--- src/hdl/mcuad_pkg.sv ---
// Shared constants and carrier types for the microcontroller address and interrupt glue
// ==========================================================================================
// Function
// RULE1: Decode 0000h-5FFFh as RAM, valid to 03C7h
// RULE2: 6000h-7FFFh peripheral space, 32 regions of 256
// RULE3: Select pin, power-clock-reset, contactless regions; rest reserved
// RULE4: Paged address is page register over R0/R1
// RULE5: Pointer access applies full 16-bit pointer
// RULE6: Program fetch 0000h-AFFFh maps onto ROM
// RULE7: Power bit 7 doubles debug serial baud
// RULE8: Writing power bit 1 enters power-down
// RULE9: Software keeps bit 0 zero; 6-2 read-only
// RULE10: Interrupt n vectors to 0003h plus 8n
// RULE11: Same level ties resolved by lowest number
// RULE12: Enabled interrupt request wakes from power-down
// RULE13: Two enable and two priority registers
// RULE14: Enable bit 7 clear masks all sources
// RULE15: High priority preempts low; wins simultaneous arrival
// RULE16: Invalid or reserved accesses change nothing, read zero
package mcuad_pkg;

  // ========================================================================================
  // Special function register offsets
  localparam logic [7:0]  SFR_POWER_CONTROL   = 8'h87;
  localparam logic [7:0]  SFR_IRQ_ENABLE_A    = 8'hA8;
  localparam logic [7:0]  SFR_IRQ_PRIORITY_A  = 8'hB8;
  localparam logic [7:0]  SFR_IRQ_ENABLE_B    = 8'hE8;
  localparam logic [7:0]  SFR_IRQ_PRIORITY_B  = 8'hF8;
  localparam logic [7:0]  SFR_EXT_RAM_PAGE    = 8'hFA;

  // ========================================================================================
  // Field positions and reset values
  localparam int          PWR_BAUD_DOUBLE_BIT = 7;
  localparam int          PWR_POWER_DOWN_BIT  = 1;
  localparam int          PWR_RESERVED0_BIT   = 0;
  localparam logic [7:0]  PWR_WRITABLE_MASK   = 8'h83;
  localparam int          IEA_GLOBAL_BIT      = 7;
  localparam logic [7:0]  SFR_RESET_VALUE     = 8'h00;

  // ========================================================================================
  // External data map
  localparam logic [15:0] XRAM_VALID_LAST     = 16'h03C7;
  localparam logic [15:0] XRAM_SPACE_LAST     = 16'h5FFF;
  localparam logic [15:0] PERIPH_SPACE_FIRST  = 16'h6000;
  localparam logic [15:0] PERIPH_SPACE_LAST   = 16'h7FFF;
  localparam logic [7:0]  PERIPH_PIN_REGION   = 8'h61;
  localparam logic [7:0]  PERIPH_PCR_REGION   = 8'h62;
  localparam logic [7:0]  PERIPH_CTL_REGION   = 8'h63;
  localparam logic [7:0]  PERIPH_CTL_LAST_LO  = 8'h3F;
  localparam logic [15:0] ROM_LAST            = 16'hAFFF;

  // ========================================================================================
  // Interrupt map
  localparam int          IRQ_COUNT           = 15;
  localparam logic [15:0] IRQ_VECTOR_BASE     = 16'h0003;
  localparam int          IRQ_VECTOR_SHIFT    = 3;
  localparam int          IRQ_PIN_A_NUM       = 0;
  localparam int          IRQ_PIN_B_NUM       = 2;
  // Sources 0..6 use enable/priority A bits 0..6, 9..14 use B bits 2..7, 7 and 8 are unused
  localparam int          IRQ_B_FIRST_NUM     = 9;
  localparam int          IRQ_B_BIT_OFFSET    = 7;
  localparam logic [14:0] IRQ_IMPLEMENTED     = 15'h7E7F;

  // ========================================================================================
  // Carrier types
  typedef struct packed {
    logic        req;
    logic        write;
    logic        paged;
    logic [15:0] dataPtr;
    logic [7:0]  idxReg;
    logic [7:0]  wrData;
  } mcuad_xreq_t;

  typedef struct packed {
    logic ram;
    logic pinCfg;
    logic power_clock_reset_ctl;
    logic ctless;
  } mcuad_xsel_t;

  typedef struct packed {
    logic       wrEn;
    logic       rdEn;
    logic [7:0] addr;
    logic [7:0] wrData;
  } mcuad_sfr_t;

endpackage

--- src/hdl/mcuad_irq_arb.sv ---
// Interrupt arbiter: picks the winning pending source by level and number
`timescale 1ns/1ps
module mcuad_irq_arb (
  input  wire logic [14:0] pending,
  input  wire logic [14:0] prioHigh,
  input  wire logic        svcHigh,
  input  wire logic        svcLow,
  output logic             winValid,
  output logic             winHigh,
  output logic [3:0]       winNum
);

  logic [14:0] hiReq;
  logic [14:0] loReq;

  // ========================================================================================
  // Per-source split into the two levels
  genvar g;
  generate
    for (g = 0; g < mcuad_pkg::IRQ_COUNT; g++) begin : gLevel
      assign hiReq[g] = pending[g] & prioHigh[g];
      assign loReq[g] = pending[g] & ~prioHigh[g];
    end
  endgenerate

  function automatic logic [3:0] lowestSet(input logic [14:0] v);
    logic [3:0] r;
    r = 4'h0;
    for (int i = mcuad_pkg::IRQ_COUNT - 1; i >= 0; i--) begin
      if (v[i]) begin
        r = 4'(i);
      end
    end
    return r;
  endfunction

  // ========================================================================================
  // High level beats low; inside a level the lowest number wins
  always_comb begin
    winValid = 1'b0;
    winHigh  = 1'b0;
    winNum   = 4'h0;
    if (|hiReq && !svcHigh) begin // RULE15
      winValid = 1'b1;
      winHigh  = 1'b1;
      winNum   = lowestSet(hiReq); // RULE11
    end else if (|loReq && !svcHigh && !svcLow) begin
      winValid = 1'b1;
      winNum   = lowestSet(loReq); // RULE11
    end
  end

endmodule // mcuad_irq_arb

--- src/hdl/mcuad_glue.sv ---
// Address decode, power control and interrupt vectoring around the embedded CPU core
`timescale 1ns/1ps
module mcuad_glue (
  input  wire logic                   core_clk,
  input  wire logic                   rstn,
  // Special function register port from the CPU
  input  wire mcuad_pkg::mcuad_sfr_t  sfrReq,
  output logic [7:0]                  sfrRdData,
  // External data access from the CPU
  input  wire mcuad_pkg::mcuad_xreq_t xReq,
  output logic [15:0]                 xAddr,
  output mcuad_pkg::mcuad_xsel_t      xSel,
  output logic                        xWrEn,
  output logic [7:0]                  xWrData,
  input  wire logic [7:0]             ramRdData,
  input  wire logic [7:0]             pinRdData,
  input  wire logic [7:0]             pcrRdData,
  input  wire logic [7:0]             ctlRdData,
  output logic [7:0]                  xRdData,
  // Program fetch
  input  wire logic                   fetchReq,
  input  wire logic [15:0]            fetchAddr,
  output logic                        romEn,
  output logic [15:0]                 romAddr,
  input  wire logic [7:0]             romData,
  output logic [7:0]                  fetchData,
  // Power control outputs
  output logic                        serialBaudDouble,
  output logic                        cpuPowerDown,
  // Interrupt sources and CPU handshake
  input  wire logic                   extIrqPinA,
  input  wire logic                   extIrqPinB,
  input  wire logic [14:0]            irqSrc,
  output logic                        irqReq,
  output logic [3:0]                  irqNum,
  output logic [15:0]                 irqVector,
  input  wire logic                   irqAck,
  input  wire logic                   irqReti
);

  // ========================================================================================
  // Register state
  logic [7:0]  powerCtl_ff,  nxt_powerCtl;
  logic [7:0]  enableA_ff,   nxt_enableA;
  logic [7:0]  enableB_ff,   nxt_enableB;
  logic [7:0]  prioA_ff,     nxt_prioA;
  logic [7:0]  prioB_ff,     nxt_prioB;
  logic [7:0]  ramPage_ff,   nxt_ramPage;
  logic [7:0]  sfrRd_ff,     nxt_sfrRd;
  logic [7:0]  xRd_ff,       nxt_xRd;
  logic [7:0]  fetch_ff,     nxt_fetch;
  logic        svcHigh_ff,   nxt_svcHigh;
  logic        svcLow_ff,    nxt_svcLow;
  logic        irqReq_ff,    nxt_irqReq;
  logic        irqHigh_ff;
  logic [3:0]  irqNum_ff;
  logic [15:0] irqVec_ff,    nxt_irqVec;
  logic [2:0]  pinASync_ff;
  logic [2:0]  pinBSync_ff;
  logic        pinA_ff,      nxt_pinA;
  logic        pinB_ff,      nxt_pinB;

  logic        sfrWr;
  logic [14:0] srcAll;
  logic [14:0] enAll;
  logic [14:0] prioAll;
  logic [14:0] pending;
  logic        anyPending;
  logic        winValid;
  logic        winHigh;
  logic [3:0]  winNum;
  logic        ramHit;
  logic        periph;

  // ========================================================================================
  // External data address forming and decode
  always_comb begin
    xAddr = xReq.paged ? {ramPage_ff, xReq.idxReg} : xReq.dataPtr; // RULE4 RULE5
    ramHit = xAddr <= mcuad_pkg::XRAM_VALID_LAST; // RULE1
    periph = (xAddr >= mcuad_pkg::PERIPH_SPACE_FIRST) &&
             (xAddr <= mcuad_pkg::PERIPH_SPACE_LAST); // RULE2
    xSel.ram    = xReq.req && ramHit;
    xSel.pinCfg = xReq.req && periph && (xAddr[15:8] == mcuad_pkg::PERIPH_PIN_REGION); // RULE3
    xSel.power_clock_reset_ctl    = xReq.req && periph && (xAddr[15:8] == mcuad_pkg::PERIPH_PCR_REGION); // RULE3
    xSel.ctless = xReq.req && periph && (xAddr[15:8] == mcuad_pkg::PERIPH_CTL_REGION) &&
                  (xAddr[7:0] <= mcuad_pkg::PERIPH_CTL_LAST_LO); // RULE3
    // Strobes only reach a selected target, so holes see no write
    xWrEn   = xReq.write && (|xSel); // RULE16
    xWrData = xReq.wrData;
  end

  // Read data is captured one cycle after the request; holes give zero
  always_comb begin
    nxt_xRd = 8'h00; // RULE16
    if (xReq.req && !xReq.write) begin
      if (xSel.ram) begin
        nxt_xRd = ramRdData;
      end else if (xSel.pinCfg) begin
        nxt_xRd = pinRdData;
      end else if (xSel.power_clock_reset_ctl) begin
        nxt_xRd = pcrRdData;
      end else if (xSel.ctless) begin
        nxt_xRd = ctlRdData;
      end
    end else begin
      nxt_xRd = xRd_ff;
    end
  end

  // ========================================================================================
  // Program fetch window
  always_comb begin
    romEn     = fetchReq && (fetchAddr <= mcuad_pkg::ROM_LAST); // RULE6
    romAddr   = fetchAddr;
    nxt_fetch = fetch_ff;
    if (fetchReq) begin
      nxt_fetch = romEn ? romData : 8'h00;
    end
  end

  // ========================================================================================
  // Pin interrupt synchronisers: a level counts once stages two and three agree
  always_ff @(posedge core_clk or negedge rstn) begin
    if (!rstn) begin
      pinASync_ff <= 3'h0;
      pinBSync_ff <= 3'h0;
    end else begin
      pinASync_ff <= {pinASync_ff[1:0], extIrqPinA};
      pinBSync_ff <= {pinBSync_ff[1:0], extIrqPinB};
    end
  end

  always_comb begin
    nxt_pinA = (pinASync_ff[1] == pinASync_ff[2]) ? pinASync_ff[2] : pinA_ff;
    nxt_pinB = (pinBSync_ff[1] == pinBSync_ff[2]) ? pinBSync_ff[2] : pinB_ff;
  end

  // ========================================================================================
  // Interrupt enable and level mapping
  always_comb begin
    srcAll = irqSrc;
    srcAll[mcuad_pkg::IRQ_PIN_A_NUM] = pinA_ff;
    srcAll[mcuad_pkg::IRQ_PIN_B_NUM] = pinB_ff;
    enAll   = 15'h0000;
    prioAll = 15'h0000;
    for (int i = 0; i < mcuad_pkg::IRQ_COUNT; i++) begin
      if (i < mcuad_pkg::IRQ_B_FIRST_NUM) begin
        enAll[i]   = (i < mcuad_pkg::IEA_GLOBAL_BIT) ? enableA_ff[i] : 1'b0; // RULE13
        prioAll[i] = (i < mcuad_pkg::IEA_GLOBAL_BIT) ? prioA_ff[i] : 1'b0; // RULE13
      end else begin
        enAll[i]   = enableB_ff[i - mcuad_pkg::IRQ_B_BIT_OFFSET]; // RULE13
        prioAll[i] = prioB_ff[i - mcuad_pkg::IRQ_B_BIT_OFFSET]; // RULE13
      end
    end
    pending = srcAll & enAll & mcuad_pkg::IRQ_IMPLEMENTED &
              {15{enableA_ff[mcuad_pkg::IEA_GLOBAL_BIT]}}; // RULE14
    anyPending = |pending;
  end

  mcuad_irq_arb uArb (
    .pending  (pending),
    .prioHigh (prioAll),
    .svcHigh  (svcHigh_ff),
    .svcLow   (svcLow_ff),
    .winValid (winValid),
    .winHigh  (winHigh),
    .winNum   (winNum)
  );

  // ========================================================================================
  // Request, vector and in-service levels
  always_comb begin
    nxt_irqReq  = winValid && !irqAck;
    nxt_irqVec  = mcuad_pkg::IRQ_VECTOR_BASE +
                  {9'h000, winNum, 3'h0}; // RULE10
    nxt_svcHigh = svcHigh_ff;
    nxt_svcLow  = svcLow_ff;
    // A return closes the most recent level: high when it is open
    if (irqReti) begin
      if (svcHigh_ff) begin
        nxt_svcHigh = 1'b0;
      end else begin
        nxt_svcLow = 1'b0;
      end
    end
    if (irqAck && irqReq_ff) begin
      if (irqHigh_ff) begin
        nxt_svcHigh = 1'b1; // RULE15
      end else begin
        nxt_svcLow = 1'b1;
      end
    end
  end

  // ========================================================================================
  // Register file writes and reads
  always_comb begin
    sfrWr        = sfrReq.wrEn;
    nxt_powerCtl = powerCtl_ff;
    nxt_enableA  = enableA_ff;
    nxt_enableB  = enableB_ff;
    nxt_prioA    = prioA_ff;
    nxt_prioB    = prioB_ff;
    nxt_ramPage  = ramPage_ff;
    if (sfrWr) begin
      case (sfrReq.addr)
        mcuad_pkg::SFR_POWER_CONTROL: begin
          nxt_powerCtl = sfrReq.wrData & mcuad_pkg::PWR_WRITABLE_MASK; // RULE7 RULE8 RULE9
        end
        mcuad_pkg::SFR_IRQ_ENABLE_A:   nxt_enableA = sfrReq.wrData;
        mcuad_pkg::SFR_IRQ_ENABLE_B:   nxt_enableB = sfrReq.wrData;
        mcuad_pkg::SFR_IRQ_PRIORITY_A: nxt_prioA   = sfrReq.wrData;
        mcuad_pkg::SFR_IRQ_PRIORITY_B: nxt_prioB   = sfrReq.wrData;
        mcuad_pkg::SFR_EXT_RAM_PAGE:   nxt_ramPage = sfrReq.wrData;
        default: begin
        end
      endcase
    end
    // Wake beats a same-cycle sleep write, so a pending source is never slept through
    if (anyPending) begin
      nxt_powerCtl[mcuad_pkg::PWR_POWER_DOWN_BIT] = 1'b0; // RULE12
    end
    nxt_sfrRd = sfrRd_ff;
    if (sfrReq.rdEn) begin
      case (sfrReq.addr)
        mcuad_pkg::SFR_POWER_CONTROL:  nxt_sfrRd = powerCtl_ff;
        mcuad_pkg::SFR_IRQ_ENABLE_A:   nxt_sfrRd = enableA_ff;
        mcuad_pkg::SFR_IRQ_ENABLE_B:   nxt_sfrRd = enableB_ff;
        mcuad_pkg::SFR_IRQ_PRIORITY_A: nxt_sfrRd = prioA_ff;
        mcuad_pkg::SFR_IRQ_PRIORITY_B: nxt_sfrRd = prioB_ff;
        mcuad_pkg::SFR_EXT_RAM_PAGE:   nxt_sfrRd = ramPage_ff;
        default:                       nxt_sfrRd = 8'h00;
      endcase
    end
  end

  always_ff @(posedge core_clk or negedge rstn) begin
    if (!rstn) begin
      powerCtl_ff <= mcuad_pkg::SFR_RESET_VALUE;
      enableA_ff  <= mcuad_pkg::SFR_RESET_VALUE;
      enableB_ff  <= mcuad_pkg::SFR_RESET_VALUE;
      prioA_ff    <= mcuad_pkg::SFR_RESET_VALUE;
      prioB_ff    <= mcuad_pkg::SFR_RESET_VALUE;
      ramPage_ff  <= mcuad_pkg::SFR_RESET_VALUE;
      sfrRd_ff    <= 8'h00;
      xRd_ff      <= 8'h00;
      fetch_ff    <= 8'h00;
      svcHigh_ff  <= 1'b0;
      svcLow_ff   <= 1'b0;
      irqReq_ff   <= 1'b0;
      irqHigh_ff  <= 1'b0;
      irqNum_ff   <= 4'h0;
      irqVec_ff   <= 16'h0000;
      pinA_ff     <= 1'b0;
      pinB_ff     <= 1'b0;
    end else begin
      powerCtl_ff <= nxt_powerCtl;
      enableA_ff  <= nxt_enableA;
      enableB_ff  <= nxt_enableB;
      prioA_ff    <= nxt_prioA;
      prioB_ff    <= nxt_prioB;
      ramPage_ff  <= nxt_ramPage;
      sfrRd_ff    <= nxt_sfrRd;
      xRd_ff      <= nxt_xRd;
      fetch_ff    <= nxt_fetch;
      svcHigh_ff  <= nxt_svcHigh;
      svcLow_ff   <= nxt_svcLow;
      irqReq_ff   <= nxt_irqReq;
      irqHigh_ff  <= winHigh;
      irqNum_ff   <= winNum;
      irqVec_ff   <= nxt_irqVec;
      pinA_ff     <= nxt_pinA;
      pinB_ff     <= nxt_pinB;
    end
  end

  // ========================================================================================
  // Outputs
  assign sfrRdData        = sfrRd_ff;
  assign xRdData          = xRd_ff;
  assign fetchData        = fetch_ff;
  assign serialBaudDouble = powerCtl_ff[mcuad_pkg::PWR_BAUD_DOUBLE_BIT]; // RULE7
  assign cpuPowerDown     = powerCtl_ff[mcuad_pkg::PWR_POWER_DOWN_BIT]; // RULE8
  assign irqReq           = irqReq_ff;
  assign irqNum           = irqNum_ff;
  assign irqVector        = irqVec_ff;

endmodule // mcuad_glue

--- config.mk ---
export PLATFORM = sky130hd
export DESIGN_NAME = mcuad_glue
export DESIGN_NICKNAME = d
export VERILOG_FILES = /design/src/hdl/mcuad_pkg.sv /design/src/hdl/mcuad_irq_arb.sv /design/src/hdl/mcuad_glue.sv
export SDC_FILE = /design/constraint.sdc
export NUM_CORES = 1
export LEC_CHECK = 0
export BUFFER_PORTS_ARGS = -buffer_cell sky130_fd_sc_hd__buf_2
export CAP_MARGIN = 20
export CORE_UTILIZATION = 49
export DETAILED_ROUTE_END_ITERATION = 6
export PLACE_DENSITY = 0.86
export SKIP_CTS_REPAIR_TIMING = 1
export SLEW_MARGIN = 0
export SYNTH_ARGS = -nofsm -noshare
export SYNTH_HDL_FRONTEND = slang
export SYNTH_SLANG_ARGS = --single-unit
--- constraint.sdc ---
create_clock -name core_clk -period 5.1 [get_ports core_clk]
set_clock_uncertainty 0.2 [all_clocks]
set_input_delay 0.255 -clock core_clk [delete_from_list [all_inputs] [get_ports core_clk]]
set_output_delay 0.255 -clock core_clk [all_outputs]
set_load 0.01 [all_outputs]
==> out/qor.csv <==
stage,metric,value,unit
run_status,status,"complete, but fails checks",
run_status,violations,negative hold slack,
worst_setup_path,cp_max_fo,31,
min_path,hp-class,input port to flip-flop,
floorplan,start_util,0.5031,
worst_setup_path,critPathTopFamily,flip-flops,
floorplan,num_rows,36,
routing,drc,0,
floorplan,dieArea,10350,um^2
cells_and_area,diodes,0,
worst_setup_path,startpoint_type,flip-flop,
logic_synthesis,synth_cell_types,65,
cells_and_area,final_cell_mix,"buf_2, dfrtp_1, mux2_1",
routing,wl,13.97,mm
cells_and_area,nets,767,
placed_design,pre_cts_slack,2251,ps
logic_synthesis,synth_warnings,0,
worst_setup_path,max_stage_delay,990,ps
timing,fmax,346.0,MHz
worst_setup_path,arrival,2970,ps
placed_design,port_buffers,169,
timing,worst_slack,2210,ps
cells_and_area,layout-drive-gt1-share,0.3183,
clocking,cts_tree,yes,
routing,final_antenna_net_count,0,
clocking,htree_num_levels,3,
global_route,grtUsageTotal,0.2590,
timing,tns,0,ps
timing,hold_slack,-1.421,ps
global_route,grt_pass1_wl,20.40,mm
timing,drv_slew,0,
timing,rsz0062_at_grt,no,
logic_synthesis,async_reset_ff_frac,1.000,
worst_setup_path,cp.required,5180,ps
global_route,grt_pass1_vias,4105,
clocking,cts.sinks,84,
logic_synthesis,synth_seq_cells,84,
logic_synthesis,synth_area,4872,um^2
worst_setup_path,path_buf_inv,0,
clocking,root_buffer,clkbuf_8,
timing,fin_crit,2890,ps
clocking,clk_latency,350,ps
clocking,clk_path_buf_depth,2,
worst_setup_path,endpoint_kind,flip-flop,
timing,hold_viol,1,
worst_setup_path,critical_path_depth,6,
power,leakagePower,3.117,nW
worst_setup_path,reg2reg_slack,2210,ps
worst_setup_path,crit_chain,nand3_1 -> o2111ai_1 -> o41ai_1 -> or3_4 -> a21o_1 -> a22oi_2,
global_route,overflow,0,
floorplan,die_w,101.7,um
logic_synthesis,synth-edff-count,0,
timing,finalSetupViolCount,0,
logic_synthesis,synthCells,469,
timing,tightest_slew,969.6,ps
floorplan,ioPinCount,224,
job,drv_cap,0,
placed_design,gp_congestion,0.9317,
global_route,antenna_found_initial,0,
worst_setup_path,path_class,flip-flop to flip-flop,
routing,num_vias,4422,
timing,post-route-period-util,0.5667,
worst_setup_path,cp-startpoint,enableA_ff[7],
routing,wl_per_cell,18.05,um
worst_setup_path,cp_slowest_cell,dfrtp_1,
clocking,numCtsBuffers,9,
routing,avgViaCountPerCell,5.713,
timing,maxSlewHeadroom,0.3476,
worst_setup_path,reg2reg_depth,6,
cells_and_area,syn2layout_area_growth,25.65,%
logic_synthesis,ys.flop_type,dfrtp_1,
global_route,grt_max_degree,85,
cells_and_area,layout_commonest_cell,buf_2,
logic_synthesis,postSynthAreaPerCell,10.39,um^2
cells_and_area,final_util,0.6322,
power,power.density,244.2,nW/um^2
worst_setup_path,reg2reg_to,irqNum[0],
clocking,clkSlewWorstSetupHoldPaths,90,ps
worst_setup_path,r2r-start,enableA_ff[7],
floorplan,core,9684,um^2
routing,first_pass_iters,5,
power,ir_worst_vdd,0.0002256,V
routing,drtIter0Drc,345,
logic_synthesis,yosysSeqAreaShare,0.4314,
floorplan,die_y,101.7,um
worst_setup_path,endpoint,irqNum[0],
placed_design,dp_hpwl,10.43,mm
-- synthesized netlist by cell type, types with 4 or more instances --
library cell / instances / area, um^2
a21oi_1: 7 / 35.03
a221oi_1: 11 / 96.34
a222oi_1: 8 / 80.08
a2bb2oi_1: 8 / 70.07
a31oi_1: 6 / 37.54
buf_2: 5 / 25.02
buf_4: 39 / 292.8
clkbuf_1: 8 / 30.03
dfrtp_1: 84 / 2102
inv_1: 21 / 78.83
mux2_1: 52 / 585.6
mux2i_1: 10 / 100.1
nand2_1: 40 / 150.1
nand3_1: 18 / 90.09
nand4_1: 9 / 56.30
nand4b_1: 10 / 87.58
nor2_1: 18 / 67.56
nor2b_1: 4 / 25.02
nor3_1: 4 / 20.02
o21ai_0: 11 / 55.05
o21ai_1: 21 / 105.1
o2bb2ai_1: 10 / 87.58
-- per-stage QoR --
step | instances | area [um^2] | total power, mW
after global placement | 725 | 5547 | 0.9294
final | 774 | 6122 | 1.495
after floorplan | 478 | 4906 | 0.8517
after global routing | 774 | 6122 | 1.562
after detailed placement | 725 | 5547 | 0.9379
after CTS | 741 | 5779 | 1.476
-- how the worst min path moves through the flow --
| stage | startpoint | end | slack, ps | cells past startpoint |
|---|---|---|---|---|
| 2_1_floorplan | rstn | enableA_ff[0] | -240 | 0 |
| 3_3_place_gp | pinBSync_ff[0] | pinBSync_ff[1] | 130 | 0 |
| 3_5_place_dp | pinBSync_ff[0] | pinBSync_ff[1] | 140 | 0 |
| 4_1_cts | extIrqPinB | pinBSync_ff[0] | -220 | 1 |
| 5_1_grt | ramRdData[4] | xRdData[4] | 4 | 3 |
| 6_report | ramRdData[4] | xRdData[4] | -1 | 3 |
-- tightest hold or removal path, cell delays in order --
cell	delay, ps
buf_2	80
a2bb2oi_1	60
o21ai_1	120
-- logic make-up (layout without fill, tap and decap cells) --
family / after synthesis / after routing / share of synthesized area
flops: 84 / 84 / 0.4314
fa+ha+maj: 2 / 2 / 0.004109
compound gates: 112 / 112 / 0.1749
simple gates: 129 / 129 / 0.1513
other cells: 2 / 11 / 0.001541
buf+inv: 77 / 240 / 0.09373
mux: 63 / 63 / 0.1430
-- per-layer routing --
layer,up-vias,track usage,wire length (um)
met5,-,0,0
met4,0,0.08473,204
met3,22,0.04417,906
met2,198,0.4413,7041
met1,2152,0.3350,5815
li1,2050,-,-
-- final cells by class --
| type | count | area [um^2] |
|---|---|---|
| clock buffers | 10 | 137.6 |
| clock inverters | 6 | 95.09 |
| fillers | 781 | 3562 |
| inverters | 22 | 82.58 |
| multi-input cells | 317 | 2347 |
| flip-flops and latches | 84 | 2102 |
| well taps | 133 | 166.4 |
| repair buffers | 202 | 1191 |
-- flip-flops by register name, summed over array words and instances (netlist names) --
| name | count |
|---|---|
| enableA_ff | 8 |
| enableB_ff | 8 |
| fetchData | 8 |
| irqHigh_ff | 1 |
| irqNum | 4 |
| irqReq | 1 |
| irqVector | 1 |
| pinASync_ff | 3 |
| pinA_ff | 1 |
| pinBSync_ff | 3 |
| pinB_ff | 1 |
| powerCtl_ff | 3 |
| prioA_ff | 8 |
| prioB_ff | 8 |
| ramPage_ff | 8 |
| sfrRdData | 8 |
| svcHigh_ff | 1 |
| svcLow_ff | 1 |
| xRdData | 8 |
-- report_power, final --
group / switching, mW / internal [mW] / leakage, nW
clock: 0.251 / 0.293 / 0.111
sequential: 0.0340 / 0.697 / 1.12
combinational: 0.113 / 0.108 / 1.88
No activity file was read; power rests on OpenSTA's default activity.
